$ cat config.mk
export PLATFORM = sky130hd
export DESIGN_NAME = tqs_store_recall
export DESIGN_NICKNAME = d
export VERILOG_FILES = /design/src/inc/tqs_pkg.sv /design/src/verilog/tqs_store_recall.sv
export SDC_FILE = /design/constraint.sdc
export NUM_CORES = 2
export LEC_CHECK = 0
export ABC_AREA = 1
export ABC_CLOCK_PERIOD_IN_PS = 2600
export BUFFER_PORTS_ARGS = -buffer_cell sky130_fd_sc_hd__buf_2
export CAP_MARGIN = 40
export CELL_PAD_IN_SITES_DETAIL_PLACEMENT = 0
export CELL_PAD_IN_SITES_GLOBAL_PLACEMENT = 1
export CORE_MARGIN = 1.5
export CORE_UTILIZATION = 40
export CTS_CLUSTER_DIAMETER = 100
export CTS_CLUSTER_SIZE = 14
export DETAILED_ROUTE_END_ITERATION = 10
export PLACE_DENSITY_LB_ADDON = 0.25
export SKIP_LAST_GASP = 1
export SLEW_MARGIN = 10
export SYNTH_ARGS = -nofsm -noshare
export SYNTH_HDL_FRONTEND = slang
export SYNTH_SLANG_ARGS = --single-unit
$ cat constraint.sdc
create_clock -name ref_clk -period 2.6 [get_ports ref_clk]
set_input_delay 0.26 -clock ref_clk [delete_from_list [all_inputs] [get_ports ref_clk]]
set_output_delay 0.26 -clock ref_clk [all_outputs]
set_load 0.005 [all_outputs]
$ cat src/inc/tqs_pkg.sv
// Constants shared by the transmit equalizer store and recall block
package tqs_pkg;
    localparam int          LANES        = 8;
    localparam int          EQ_W         = 8;
    localparam int          BUF_W        = 4;
    localparam logic [3:0]  BUF_COUNT    = 4'h4;
    localparam int          ADDR_W       = 8;
    localparam int          DATA_W       = 32;
    // Register offsets
    localparam logic [7:0]  REG_CAP      = 8'h00;
    localparam logic [7:0]  REG_ENABLE   = 8'h04;
    localparam logic [7:0]  REG_HOLD     = 8'h08;
    localparam logic [7:0]  REG_OVERRIDE = 8'h0C;
    localparam logic [7:0]  REG_PATH_OK  = 8'h10;
    localparam logic [7:0]  REG_STORE    = 8'h14;
    localparam logic [7:0]  REG_RECALL0  = 8'h18;
    localparam logic [7:0]  REG_RECALL1  = 8'h1C;
    localparam logic [7:0]  REG_APPLY    = 8'h20;
    localparam logic [7:0]  REG_STATUS   = 8'h24;
    localparam logic [7:0]  REG_PENDING  = 8'h28;
    localparam logic [7:0]  REG_EQ_BASE  = 8'h40;
    // Apply register field positions
    localparam int          APPLY_REINIT = 0;
    localparam int          APPLY_NOW    = 1;
    localparam int          APPLY_SET    = 2;
    // Cycles an apply keeps a lane marked as busy
    localparam logic [3:0]  CFG_CYCLES   = 4'h4;
    localparam logic [31:0] ZERO_WORD    = 32'h0000_0000;
    typedef enum logic [2:0] {
        ST_IDLE  = 3'b001,
        ST_STORE = 3'b010,
        ST_CFG   = 3'b100
    } tqs_state_e;
endpackage

$ cat src/verilog/tqs_store_recall.sv
// Transmit input equalizer store and recall with register port
//
// Function
// RULE1: A read-only capability field reports the number of recall buffers implemented.
// RULE2: Recall buffers are numbered and independent of either staged settings set.
// RULE3: Each recall buffer holds an equalizer value for every lane.
// RULE4: Host writes a buffer number into a lane's store trigger field to capture that lane.
// RULE5: A store halts adaptation on the lane until done, then resumes unless the lane is held.
// RULE6: A store request on a lane whose adaptive enable is clear is ignored.
// RULE7: A store is accepted whenever the lane path is initialized or activated and runs at once; here a request during the lane's store cycle is dropped.
// RULE8: Both staged settings sets carry a per-lane recall selection field.
// RULE9: A read-only per-lane status shows which recalled setting is in effect.
// RULE10: Host writes a buffer number into a staged set's recall selection to recall it.
// RULE11: Recalled values are loaded only on an apply-with-reinit or apply-now of that set.
// RULE12: The recall selection is honoured whatever the host override bit of the lane.
// RULE13: With hold clear the recalled value is the starting point for further adaptation.
// RULE14: With hold set the recalled value stays fixed and adaptation stops.
// RULE15: Adaptive controls are ignored on lanes whose adaptive enable is clear.
// RULE16: Host should see no lane configuring before an apply, or the apply may be dropped.
// RULE17: Buffer numbers of zero or above the count are ignored for store and recall.
`timescale 1ns/1ps
module tqs_store_recall #(
    parameter int         LANES     = tqs_pkg::LANES,
    parameter int         EQ_W      = tqs_pkg::EQ_W,
    parameter logic [3:0] BUF_COUNT = tqs_pkg::BUF_COUNT
) (
    input  wire logic                       ref_clk,
    input  wire logic                       rst_n,
    input  wire logic [tqs_pkg::ADDR_W-1:0] regAddr,
    input  wire logic [tqs_pkg::DATA_W-1:0] regWrData,
    input  wire logic                       regWrite,
    input  wire logic                       regRead,
    output logic      [tqs_pkg::DATA_W-1:0] regRdData,
    input  wire logic [LANES-1:0]           pathReady,
    input  wire logic [LANES*EQ_W-1:0]      adaptedEq,
    output logic      [LANES-1:0]           adaptRun,
    output logic      [LANES-1:0]           eqLoad,
    output logic      [LANES*EQ_W-1:0]      eqLoadValue
);
    localparam int BW    = tqs_pkg::BUF_W;
    localparam int SLOTS = 1 << BW;

    logic [LANES-1:0]      pathSync2;
    logic [LANES*EQ_W-1:0] eqSync2;

    logic [LANES-1:0]    adaptiveEqOn;
    logic [LANES-1:0]    eqAdaptHold;
    logic [LANES-1:0]    hostSiOverride;
    logic [BW-1:0]       eqRecallSelect [2][LANES];
    logic [BW-1:0]       eqRecallStatus [LANES];
    logic [EQ_W-1:0]     recallBuf [SLOTS][LANES];
    wire  logic [LANES-1:0] storeBusy;
    wire  logic [LANES-1:0] storeHit;
    wire  logic [BW-1:0]    storeDest [LANES];
    logic [3:0]          cfgCount;
    logic [LANES-1:0]    configPending;
    logic [tqs_pkg::DATA_W-1:0] rdMux;

    logic                applyHit;
    logic                applySet;
    logic                cfgBusy;
    logic                wrEnable;
    logic                wrHold;
    logic                wrOverride;
    logic                wrRecall0;
    logic                wrRecall1;
    logic                wrStore;
    logic                wrApply;

    // Path status and adapted values come from the lane hardware, outside this clock
    tqs_sync2 #(
        .WIDTH (LANES)
    ) u_tqs_sync2_path (
        .ref_clk (ref_clk),
        .rst_n   (rst_n),
        .din     (pathReady),
        .dout    (pathSync2)
    );

    // A word caught mid-change settles one cycle later; a store takes the settled value
    tqs_sync2 #(
        .WIDTH (LANES*EQ_W)
    ) u_tqs_sync2_eq (
        .ref_clk (ref_clk),
        .rst_n   (rst_n),
        .din     (adaptedEq),
        .dout    (eqSync2)
    );

    function automatic logic bufOk(input logic [BW-1:0] n);
        bufOk = (n != '0) && (n <= BUF_COUNT); // RULE17
    endfunction

    assign cfgBusy  = (cfgCount != 4'h0);
    assign applySet = regWrData[tqs_pkg::APPLY_SET];
    assign applyHit = wrApply && !cfgBusy // RULE16
                      && (regWrData[tqs_pkg::APPLY_REINIT] || regWrData[tqs_pkg::APPLY_NOW]);

    // Write decode
    assign wrEnable   = regWrite && (regAddr == tqs_pkg::REG_ENABLE);
    assign wrHold     = regWrite && (regAddr == tqs_pkg::REG_HOLD);
    assign wrOverride = regWrite && (regAddr == tqs_pkg::REG_OVERRIDE);
    assign wrRecall0  = regWrite && (regAddr == tqs_pkg::REG_RECALL0);
    assign wrRecall1  = regWrite && (regAddr == tqs_pkg::REG_RECALL1);
    assign wrStore    = regWrite && (regAddr == tqs_pkg::REG_STORE);
    assign wrApply    = regWrite && (regAddr == tqs_pkg::REG_APPLY);

    // Adaptive enable per lane
    always_ff @(posedge ref_clk or negedge rst_n) begin
        if (!rst_n) begin
            adaptiveEqOn <= '0;
        end else if (wrEnable) begin
            adaptiveEqOn <= regWrData[LANES-1:0];
        end
    end

    // Adaptation hold per lane
    always_ff @(posedge ref_clk or negedge rst_n) begin
        if (!rst_n) begin
            eqAdaptHold <= '0;
        end else if (wrHold) begin
            eqAdaptHold <= regWrData[LANES-1:0];
        end
    end

    // Host override is kept for readback only; recall never looks at it
    always_ff @(posedge ref_clk or negedge rst_n) begin
        if (!rst_n) begin
            hostSiOverride <= '0;
        end else if (wrOverride) begin
            hostSiOverride <= regWrData[LANES-1:0];
        end
    end

    // Staged recall selections, one nibble per lane
    always_ff @(posedge ref_clk or negedge rst_n) begin
        if (!rst_n) begin
            for (int s = 0; s < 2; s++) begin
                for (int l = 0; l < LANES; l++) begin
                    eqRecallSelect[s][l] <= '0;
                end
            end
        end else if (regWrite) begin
            for (int l = 0; l < LANES; l++) begin
                if (wrRecall0) begin
                    eqRecallSelect[0][l] <= regWrData[l*BW +: BW]; // RULE8 RULE10
                end
                if (wrRecall1) begin
                    eqRecallSelect[1][l] <= regWrData[l*BW +: BW]; // RULE8
                end
            end
        end
    end

    // Per-lane store sequencer: a request halts the lane for two cycles; its buffer is written in the one store cycle
    for (genvar g = 0; g < LANES; g++) begin : gen_lane
        tqs_pkg::tqs_state_e laneState;
        tqs_pkg::tqs_state_e next_laneState;
        logic [BW-1:0]       storeNibble;
        logic [BW-1:0]       laneDest;
        logic                laneReq;

        assign storeNibble = regWrData[g*BW +: BW];
        assign laneReq     = wrStore // RULE4
                             && bufOk(storeNibble) // RULE17
                             && adaptiveEqOn[g] // RULE6 RULE15
                             && pathSync2[g]; // RULE7

        always_comb begin
            next_laneState = laneState;
            case (laneState)
                tqs_pkg::ST_IDLE: begin
                    if (laneReq) begin
                        next_laneState = tqs_pkg::ST_STORE;
                    end
                end
                tqs_pkg::ST_STORE: begin
                    next_laneState = tqs_pkg::ST_IDLE;
                end
                default: begin
                    next_laneState = tqs_pkg::ST_IDLE;
                end
            endcase
        end

        always_ff @(posedge ref_clk or negedge rst_n) begin
            if (!rst_n) begin
                laneState <= tqs_pkg::ST_IDLE;
            end else begin
                laneState <= next_laneState;
            end
        end

        // A request that arrives during the capture cycle is dropped
        always_ff @(posedge ref_clk or negedge rst_n) begin
            if (!rst_n) begin
                laneDest <= '0;
            end else if (laneState == tqs_pkg::ST_IDLE && laneReq) begin
                laneDest <= storeNibble;
            end
        end

        assign storeBusy[g] = (laneState == tqs_pkg::ST_STORE); // RULE5
        assign storeHit[g]  = laneReq;
        assign storeDest[g] = laneDest;
    end

    // Recall buffers, numbered apart from the staged sets
    always_ff @(posedge ref_clk or negedge rst_n) begin
        if (!rst_n) begin
            for (int b = 0; b < SLOTS; b++) begin
                for (int l = 0; l < LANES; l++) begin
                    recallBuf[b][l] <= '0;
                end
            end
        end else begin
            for (int l = 0; l < LANES; l++) begin
                if (storeBusy[l]) begin
                    recallBuf[storeDest[l]][l] <= eqSync2[l*EQ_W +: EQ_W]; // RULE2 RULE3
                end
            end
        end
    end

    // Apply: load recalled values into the working equalizer
    always_ff @(posedge ref_clk or negedge rst_n) begin
        if (!rst_n) begin
            eqLoad      <= '0;
            eqLoadValue <= '0;
            for (int l = 0; l < LANES; l++) begin
                eqRecallStatus[l] <= '0;
            end
        end else begin
            eqLoad <= '0;
            for (int l = 0; l < LANES; l++) begin
                // Override bit deliberately not consulted
                if (applyHit && adaptiveEqOn[l] // RULE11 RULE12 RULE15
                    && bufOk(eqRecallSelect[applySet][l])) begin // RULE17
                    eqLoad[l]                    <= 1'b1;
                    eqLoadValue[l*EQ_W +: EQ_W]  <= recallBuf[eqRecallSelect[applySet][l]][l];
                    eqRecallStatus[l]            <= eqRecallSelect[applySet][l]; // RULE9
                end
            end
        end
    end

    // Busy window after an apply; apply triggers during it are dropped
    always_ff @(posedge ref_clk or negedge rst_n) begin
        if (!rst_n) begin
            cfgCount      <= 4'h0;
            configPending <= '0;
        end else if (applyHit) begin
            cfgCount      <= tqs_pkg::CFG_CYCLES;
            configPending <= '1;
        end else if (cfgBusy) begin
            cfgCount <= cfgCount - 4'h1;
            if (cfgCount == 4'h1) begin
                configPending <= '0;
            end
        end
    end

    // Adaptation runs only when enabled, not held and not storing
    always_ff @(posedge ref_clk or negedge rst_n) begin
        if (!rst_n) begin
            adaptRun <= '0;
        end else begin
            for (int l = 0; l < LANES; l++) begin
                adaptRun[l] <= adaptiveEqOn[l] && !eqAdaptHold[l] // RULE13 RULE14
                               && !storeBusy[l] && !storeHit[l]; // RULE5
            end
        end
    end

    // Read multiplexer
    always_comb begin
        rdMux = tqs_pkg::ZERO_WORD;
        case (regAddr)
            tqs_pkg::REG_CAP: begin
                rdMux[3:0] = BUF_COUNT; // RULE1
            end
            tqs_pkg::REG_ENABLE: begin
                rdMux[LANES-1:0] = adaptiveEqOn;
            end
            tqs_pkg::REG_HOLD: begin
                rdMux[LANES-1:0] = eqAdaptHold;
            end
            tqs_pkg::REG_OVERRIDE: begin
                rdMux[LANES-1:0] = hostSiOverride;
            end
            tqs_pkg::REG_PATH_OK: begin
                rdMux[LANES-1:0] = pathSync2;
            end
            tqs_pkg::REG_PENDING: begin
                rdMux[LANES-1:0] = configPending;
            end
            tqs_pkg::REG_RECALL0: begin
                for (int l = 0; l < LANES; l++) begin
                    rdMux[l*BW +: BW] = eqRecallSelect[0][l]; // RULE8
                end
            end
            tqs_pkg::REG_RECALL1: begin
                for (int l = 0; l < LANES; l++) begin
                    rdMux[l*BW +: BW] = eqRecallSelect[1][l]; // RULE8
                end
            end
            tqs_pkg::REG_STATUS: begin
                for (int l = 0; l < LANES; l++) begin
                    rdMux[l*BW +: BW] = eqRecallStatus[l]; // RULE9
                end
            end
            default: begin
                for (int l = 0; l < LANES; l++) begin
                    if (regAddr == tqs_pkg::REG_EQ_BASE + 8'(l * 4)) begin
                        rdMux[EQ_W-1:0] = eqLoadValue[l*EQ_W +: EQ_W];
                    end
                end
            end
        endcase
    end

    // Read data stands from the cycle after the strobe until the next read
    always_ff @(posedge ref_clk or negedge rst_n) begin
        if (!rst_n) begin
            regRdData <= tqs_pkg::ZERO_WORD;
        end else if (regRead) begin
            regRdData <= rdMux;
        end
    end
endmodule

// Two-flop synchroniser for signals from outside the clock domain
module tqs_sync2 #(
    parameter int WIDTH = 1
) (
    input  wire logic             ref_clk,
    input  wire logic             rst_n,
    input  wire logic [WIDTH-1:0] din,
    output logic      [WIDTH-1:0] dout
);
    logic [WIDTH-1:0] stage1;

    always_ff @(posedge ref_clk or negedge rst_n) begin
        if (!rst_n) begin
            stage1 <= '0;
            dout   <= '0;
        end else begin
            stage1 <= din;
            dout   <= stage1;
        end
    end
endmodule

Word-level counts from Yosys, hierarchy flattened
Cells that the tools add are included.
{"block": "classes", "n_addsub": 1, "magnitude_cmp": 41, "eq_ne": 43, "mux": 99, "n_bitwise": 17, "n_reduce_logical": 154}
{"op": "1024-bit bitwise mux", "count": 8}
{"op": "1024-bit 2-to-1 mux", "count": 8}
{"op": "64-bit binary-select mux with 4-bit select", "count": 8}
{"op": "64-bit demux with 4-bit select", "count": 8}
{"op": "32-bit 2-to-1 mux", "count": 6}
{"op": "64-bit 2-to-1 mux", "count": 3}
{"op": "56-bit 2-to-1 mux", "count": 3}
{"op": "48-bit 2-to-1 mux", "count": 3}
{"op": "40-bit 2-to-1 mux", "count": 3}
{"op": "8-bit 2-to-1 mux", "count": 14}
{"op": "1-bit logical AND", "count": 105}
{"op": "5-bit >= comparator, second input constant", "count": 16}
{"op": "4-bit inverter with 5-bit output", "count": 16}
{"op": "24-bit 2-to-1 mux", "count": 3}
{"op": "24-bit case mux with 3 select lines", "count": 1}
{"op": "4-bit case mux with 9 select lines", "count": 2}
{"op": "4-bit nonzero test", "count": 17}
{"op": "8-bit by 7-bit equality test with 1-bit output, second input constant", "count": 8}
{"op": "4-bit by 3-bit <= comparator with 1-bit output, second input constant", "count": 16}
{"op": "16-bit 2-to-1 mux", "count": 3}
{"op": "3-bit 2-to-1 mux", "count": 16}
{"op": "5-bit by 1-bit < comparator with 1-bit output, second input constant", "count": 8}
{"op": "8-bit by 5-bit equality test with 1-bit output, second input constant", "count": 4}
{"op": "1-bit logical NOT", "count": 25}
{"op": "other kinds (16)", "count": 51}
{"block": "totals", "regBits": 1468, "in_bits": 116, "elab_cells": 543}

Logic depth before layout (Yosys ltp)
{"block": "logic_depth", "ltp_word": 21, "depth_mapped": 14}

Hierarchy
A second synthesis with hierarchy kept.
{"block": "unflattened", "hier_cells": 4451, "hier_area_um2": 39326.5}
{"mod": "tqs_store_recall", "instances": 1, "cells_each": 4307, "area_each_um2": 35723.0}
{"mod": "tqs_sync2 at u_tqs_sync2_eq", "instances": 1, "cells_each": 128, "area_each_um2": 3203.1}
{"mod": "tqs_sync2 at u_tqs_sync2_path", "instances": 1, "cells_each": 16, "area_each_um2": 400.4}

Least setup slack after synthesis
No wires, ideal clock.
{"block": "synth_path", "path_kind": "register to register", "from": "reg cfgCount[0]", "to": "reg eqLoadValue[10]", "setup_time_ps": 117, "arrival_ps": 1842, "path_slack_ps": 641, "path_stages_with_launch": 12, "n_path_buf": 1, "path_cell_list": "dfrtp_1 -> inv_1 -> ha_1 -> nand2_1 -> inv_1 -> nand4_1 -> nor2_1 -> bufinv_8 -> or2_1 -> buf_2 -> nand2_1 -> nand2_1"}
{"block": "synth_between", "elab_chain_len": 6}
{"element": "from (decl)", "line": "tqs_store_recall.sv:55", "source": "logic [3:0] cfgCount;"}
{"element": "from (signal assigned)", "line": "tqs_store_recall.sv:253", "source": "cfgCount <= tqs_pkg::CFG_CYCLES;"}
{"element": "from (signal assigned)", "line": "tqs_store_recall.sv:256", "source": "cfgCount <= cfgCount - 4'h1;"}
{"element": "4-bit nonzero test", "line": "tqs_store_recall.sv:94", "source": "assign cfgBusy = (cfgCount != 4'h0);"}
{"element": "1-bit logical NOT", "line": "tqs_store_recall.sv:96", "source": "assign applyHit = wrApply && !cfgBusy"}
{"element": "1-bit logical AND", "line": "tqs_store_recall.sv:96"}
{"element": "1-bit logical AND", "line": "tqs_store_recall.sv:97", "source": "&& (regWrData[tqs_pkg::APPLY_REINIT] || regWrData[tqs_pkg::APPLY_NOW]);"}
{"element": "1-bit logical AND", "line": "tqs_store_recall.sv:237", "source": "if (applyHit && adaptiveEqOn[l]"}
{"element": "1-bit logical AND", "line": "tqs_store_recall.sv:238", "source": "&& bufOk(eqRecallSelect[applySet][l])) begin"}
{"element": "to (signal, indexed assignment)", "line": "tqs_store_recall.sv:240", "source": "eqLoadValue[l*EQ_W +: EQ_W] <= recallBuf[eqRecallSelect[applySet][l]][l];"}
{"element": "to (decl)", "line": "tqs_store_recall.sv:38", "source": "output logic [LANES*EQ_W-1:0] eqLoadValue"}
Every way passes these cells.
A chain may end at the register's enable or synchronous reset.

Worst setup path after layout
{"block": "layout_path", "from": "reg cfgCount[0]", "to": "reg eqLoadValue[58]"}
The elaborated chain is that of the path after synthesis.

==> impl_results.md <==
- Outcome: completed
- Total power per unit cell area: between 600 and 700 nW/um^2
- NetSw: approximately 6.8 mW
- Final hold violations: 0
- Average routed wire per standard cell: roughly 20 um
- Overall routing resource usage: 24.1%
- Number of antenna violations at the first check in global routing: 8
- Worst hold path depth: 3
- Power share of the combinational group: between 6 and 7%
- Die boundary height: approximately 320 um
- Crit path max fanout: 19
- Total Power: around 28 mW
- First-pass iteration count of the detailed router: 5
- Post-route minimum period: about 2400 ps
- Placement row count: about 110
- Category of the most critical setup path: register to register
- Number of synthesized flops with an enable pin: 0
- Proportion of synthesized flip-flops having asynchronous set or reset: between 90% and 100%
- Finished Cell Area: between 40000 and 50000 um^2
- Placeable core region: 97100 um^2
- Summed negative setup slack over all endpoints: 0 ps
- Share of the clock period used by the worst path: between 90% and 100%
- Number of instances in the synthesized netlist: roughly 4500
- Source-to-sink clock delay at the later pin of the worst-skew pair: 650 ps
- Worst slew margin: between 40 and 50%
- Most common cell in the synthesized netlist: sky130_fd_sc_hd__nand2_1
- Total area of multi-input combinational cells: roughly 14000 um^2
- Initial drt markers: between 2000 and 3000
- Number of buffers inserted during clock tree synthesis: between 70 and 80
- Net Sw Frac: 24.3%
- First-pass GRT wire length: around 180000 um
- Number of levels in the clock H-tree: 3
- CP Capture Type: register
- Number of top-level pins: about 230
- Area share of xor/xnor cells in the synthesized design: less than 1%
- Largest area contributor in the synthesized netlist: sky130_fd_sc_hd__dfrtp_1
- Antenna Nets Post-Route: 0
- Least-Margin Pin Slew: 784 ps
- Clock sink count: roughly 940
- Total of cells resized after clock tree synthesis: 0
- VDD IR max: 0.000417 V
- Number of buffers added on ports: around 230
- Critical path data arrival time: just under 3000 ps
- Share of the core filled with cells: a little under half
- Fraction of synthesized area in multiplexers: 0%
- Worst Reg2Reg Path Length in Cells: 11
- Post-Syn Nets: about 4600
- Synthesis-to-layout area growth: 15.0%
- RSZ-0062 raised after global routing: no
- DRC violation count after routing: 0
- Simple-gate share of the synthesized area: ~20%
- Clock-pin transition on the worst setup and hold timing paths: ~70 ps
- Layout cells sized above 1: 11.1%
- Dominant combinational cell family by area after synthesis: simple AND/OR/NAND/NOR gates
- Reported max-cap violation count: 0
- Register area: roughly 24000 um^2
- Class of the most critical hold timing path: input pin to register
- Hpwl dp: just over 80000 um
- CTS tree: done
- Final weighted congestion in routability-driven placement: approximately 0.91
- Vias in the first global route: roughly 30000
- Total of fill cells in the finished design: between 9000 and 10000
- Die Area: 100000 um^2
- Internal Pwr Total: around 21 mW
- Worst setup skew after layout: about 18 ps
- Lkg Pwr: around 21 nW
- Post-synth cell types: 46
- Ys Warns: 0
- Compound-gate portion of the synthesized area: about 14%
- Most instantiated flip-flop cell in the synthesis netlist: sky130_fd_sc_hd__dfrtp_1
- Clk buf depth: 3
- Via/cell ratio: a little over 5
- Final Net Count: around 4800
- Share of the synthesized area in the top cell type: about three fifths
- Die X: 317 um
- Adder-cell area share of the yosys netlist: 0.0635%
- CP startpoint kind: register
- List of most frequent post-synthesis cells: sky130_fd_sc_hd__nand2_1, sky130_fd_sc_hd__dfrtp_1, sky130_fd_sc_hd__o21ai_0
- Number of endpoints failing setup at the final stage: 0
- Sequential share of the synthesized area: ~60%
- Starting density of the core: 40.5%
- Required time worst endpoint: approximately 3100 ps
- Total global routing overflow: 0
- Clk root buf: sky130_fd_sc_hd__clkbuf_16
- Synth area leaders: sky130_fd_sc_hd__dfrtp_1, sky130_fd_sc_hd__nand2_1, sky130_fd_sc_hd__o21ai_0, sky130_fd_sc_hd__nand3_1, sky130_fd_sc_hd__inv_1
- Count of vias placed by the detailed router: about 31000
- Syn_area_per_cell: between 8 and 9 um^2
- Fraction of power consumed by the clock network: about two fifths
- Share of power burned in registers: 53.9%
- Routed WL: between 100000 and 150000 um
- Fmax: about 420 MHz
- Largest net degree at the start of global routing: between 100 and 150
- Synthesized area: slightly below 40000 um^2
- Cell area reported after detailed placement: roughly 42000 um^2
- Total of flip-flops plus latches after synthesis: about 940
- Number of slew-limit violations in the final report: 0
[through the flow]
step	setup WS, ps	cells	hold WS [ps]
detailed placement	239	5815	187
finish	236	6041	27.0
CTS	223	6036	3.03
global route	10.9	6039	3.31
floorplan	641	4462	-35.6
global placement	308	5815	187
[worst max-delay path, stage by stage, from the launching register on]
cell,delay [ps]
sky130_fd_sc_hd__dfrtp_1,410
sky130_fd_sc_hd__inv_1,90
sky130_fd_sc_hd__ha_1,190
sky130_fd_sc_hd__nand2_1,60
sky130_fd_sc_hd__inv_1,150
sky130_fd_sc_hd__nand4_1,220
sky130_fd_sc_hd__nor2_1,180
sky130_fd_sc_hd__bufinv_8,260
sky130_fd_sc_hd__nor2_4,400
sky130_fd_sc_hd__nand3_1,140
sky130_fd_sc_hd__o21ai_1,110
sky130_fd_sc_hd__inv_1,50
[registers in the layout (all words and copies together), names as in the netlist, 16 cells and up]
register	cells
eqRecallStatus	32
u_tqs_sync2_eq.dout	64
regRdData	32
gen_lane.laneState	16
eqLoadValue	64
u_tqs_sync2_eq.stage1	64
recallBuf	512
eqRecallSelect	64
gen_lane.laneDest	32
[power by group through the flow]
stage / combinational (mW) / sequential [mW] / clock [mW]
2_1_floorplan: 0.896 / 15.3 / 0
3_3_place_gp: 1.80 / 15.3 / 0
3_5_place_dp: 1.79 / 15.4 / 0
4_1_cts: 1.93 / 15.1 / 11.3
5_1_grt: 2.13 / 15.1 / 11.9
6_report: 1.90 / 15.1 / 11.0
[layer usage]
metal | share of wire, % | GRT usage (%)
met5 | 0.077 | 0
met2 | 45 | 36.9
met4 | 2.1 | 5.45
met3 | 6.6 | 5.05
met1 | 47 | 35.1
[cell families (layout without fill, tap and decap cells)]
logic type      count (synthesis)  count (layout)
compound gates               1024            1024
flops                         941             941
other cells                     0               2
xor+xnor                        3               3
fa+ha+maj                       2               2
simple gates                 1916            1916
buf+inv                       576             877
[timing repair]
action                                 in CTS  in global routing
setup buffers                               0                  3
hold buffers                              104                  0
setup endpoints to repair                   0                  4
endpoints found under the hold margin     551                  0
[layout by cell type (no fill, tap or decap), drive strengths merged, types with 6 or more instances in the layout]
master / instances
a21oi: 54
buf: 340
clkbuf: 114
dfrtp: 933
dfstp: 8
dlygate4sd3: 104
inv: 315
nand2: 1245
nand3: 318
nand4: 40
nor2: 252
nor3: 30
o211ai: 56
o21ai: 855
o21bai: 8
o221ai: 28
o22ai: 6
o311ai: 8
or2: 29
[final timing paths]
kind / startpoint / slack (ps) / end
min: regWrData[26] / 30 / gen_lane[6].laneDest[2]$_DFFE_PN0P_
max reg2reg: cfgCount[0]$_DFFE_PN0P_ / 240 / eqLoadValue[58]$_DFFE_PN0P_
max in group asynchronous: rst_n / 1510 / recallBuf[560]$_DFFE_PN0P_
min in group asynchronous: rst_n / 130 / recallBuf[774]$_DFFE_PN0P_
max: cfgCount[0]$_DFFE_PN0P_ / 240 / eqLoadValue[58]$_DFFE_PN0P_
min reg2reg: u_tqs_sync2_eq.stage1[1]$_DFF_PN0_ / 340 / u_tqs_sync2_eq.dout[1]$_DFF_PN0_
[layout make-up]
class,count,area share (%)
Timing Repair Buffer,444,7.12
Clock buffer,114,4.66
Inverter,316,2.66
Antenna cell,2,0.0111
Multi-Input combinational cell,2945,29.9
Sequential cell,941,52.0
Clock inverter,3,0.102
Tap cell,1276,3.53
(Power assumes the default switching activity.)
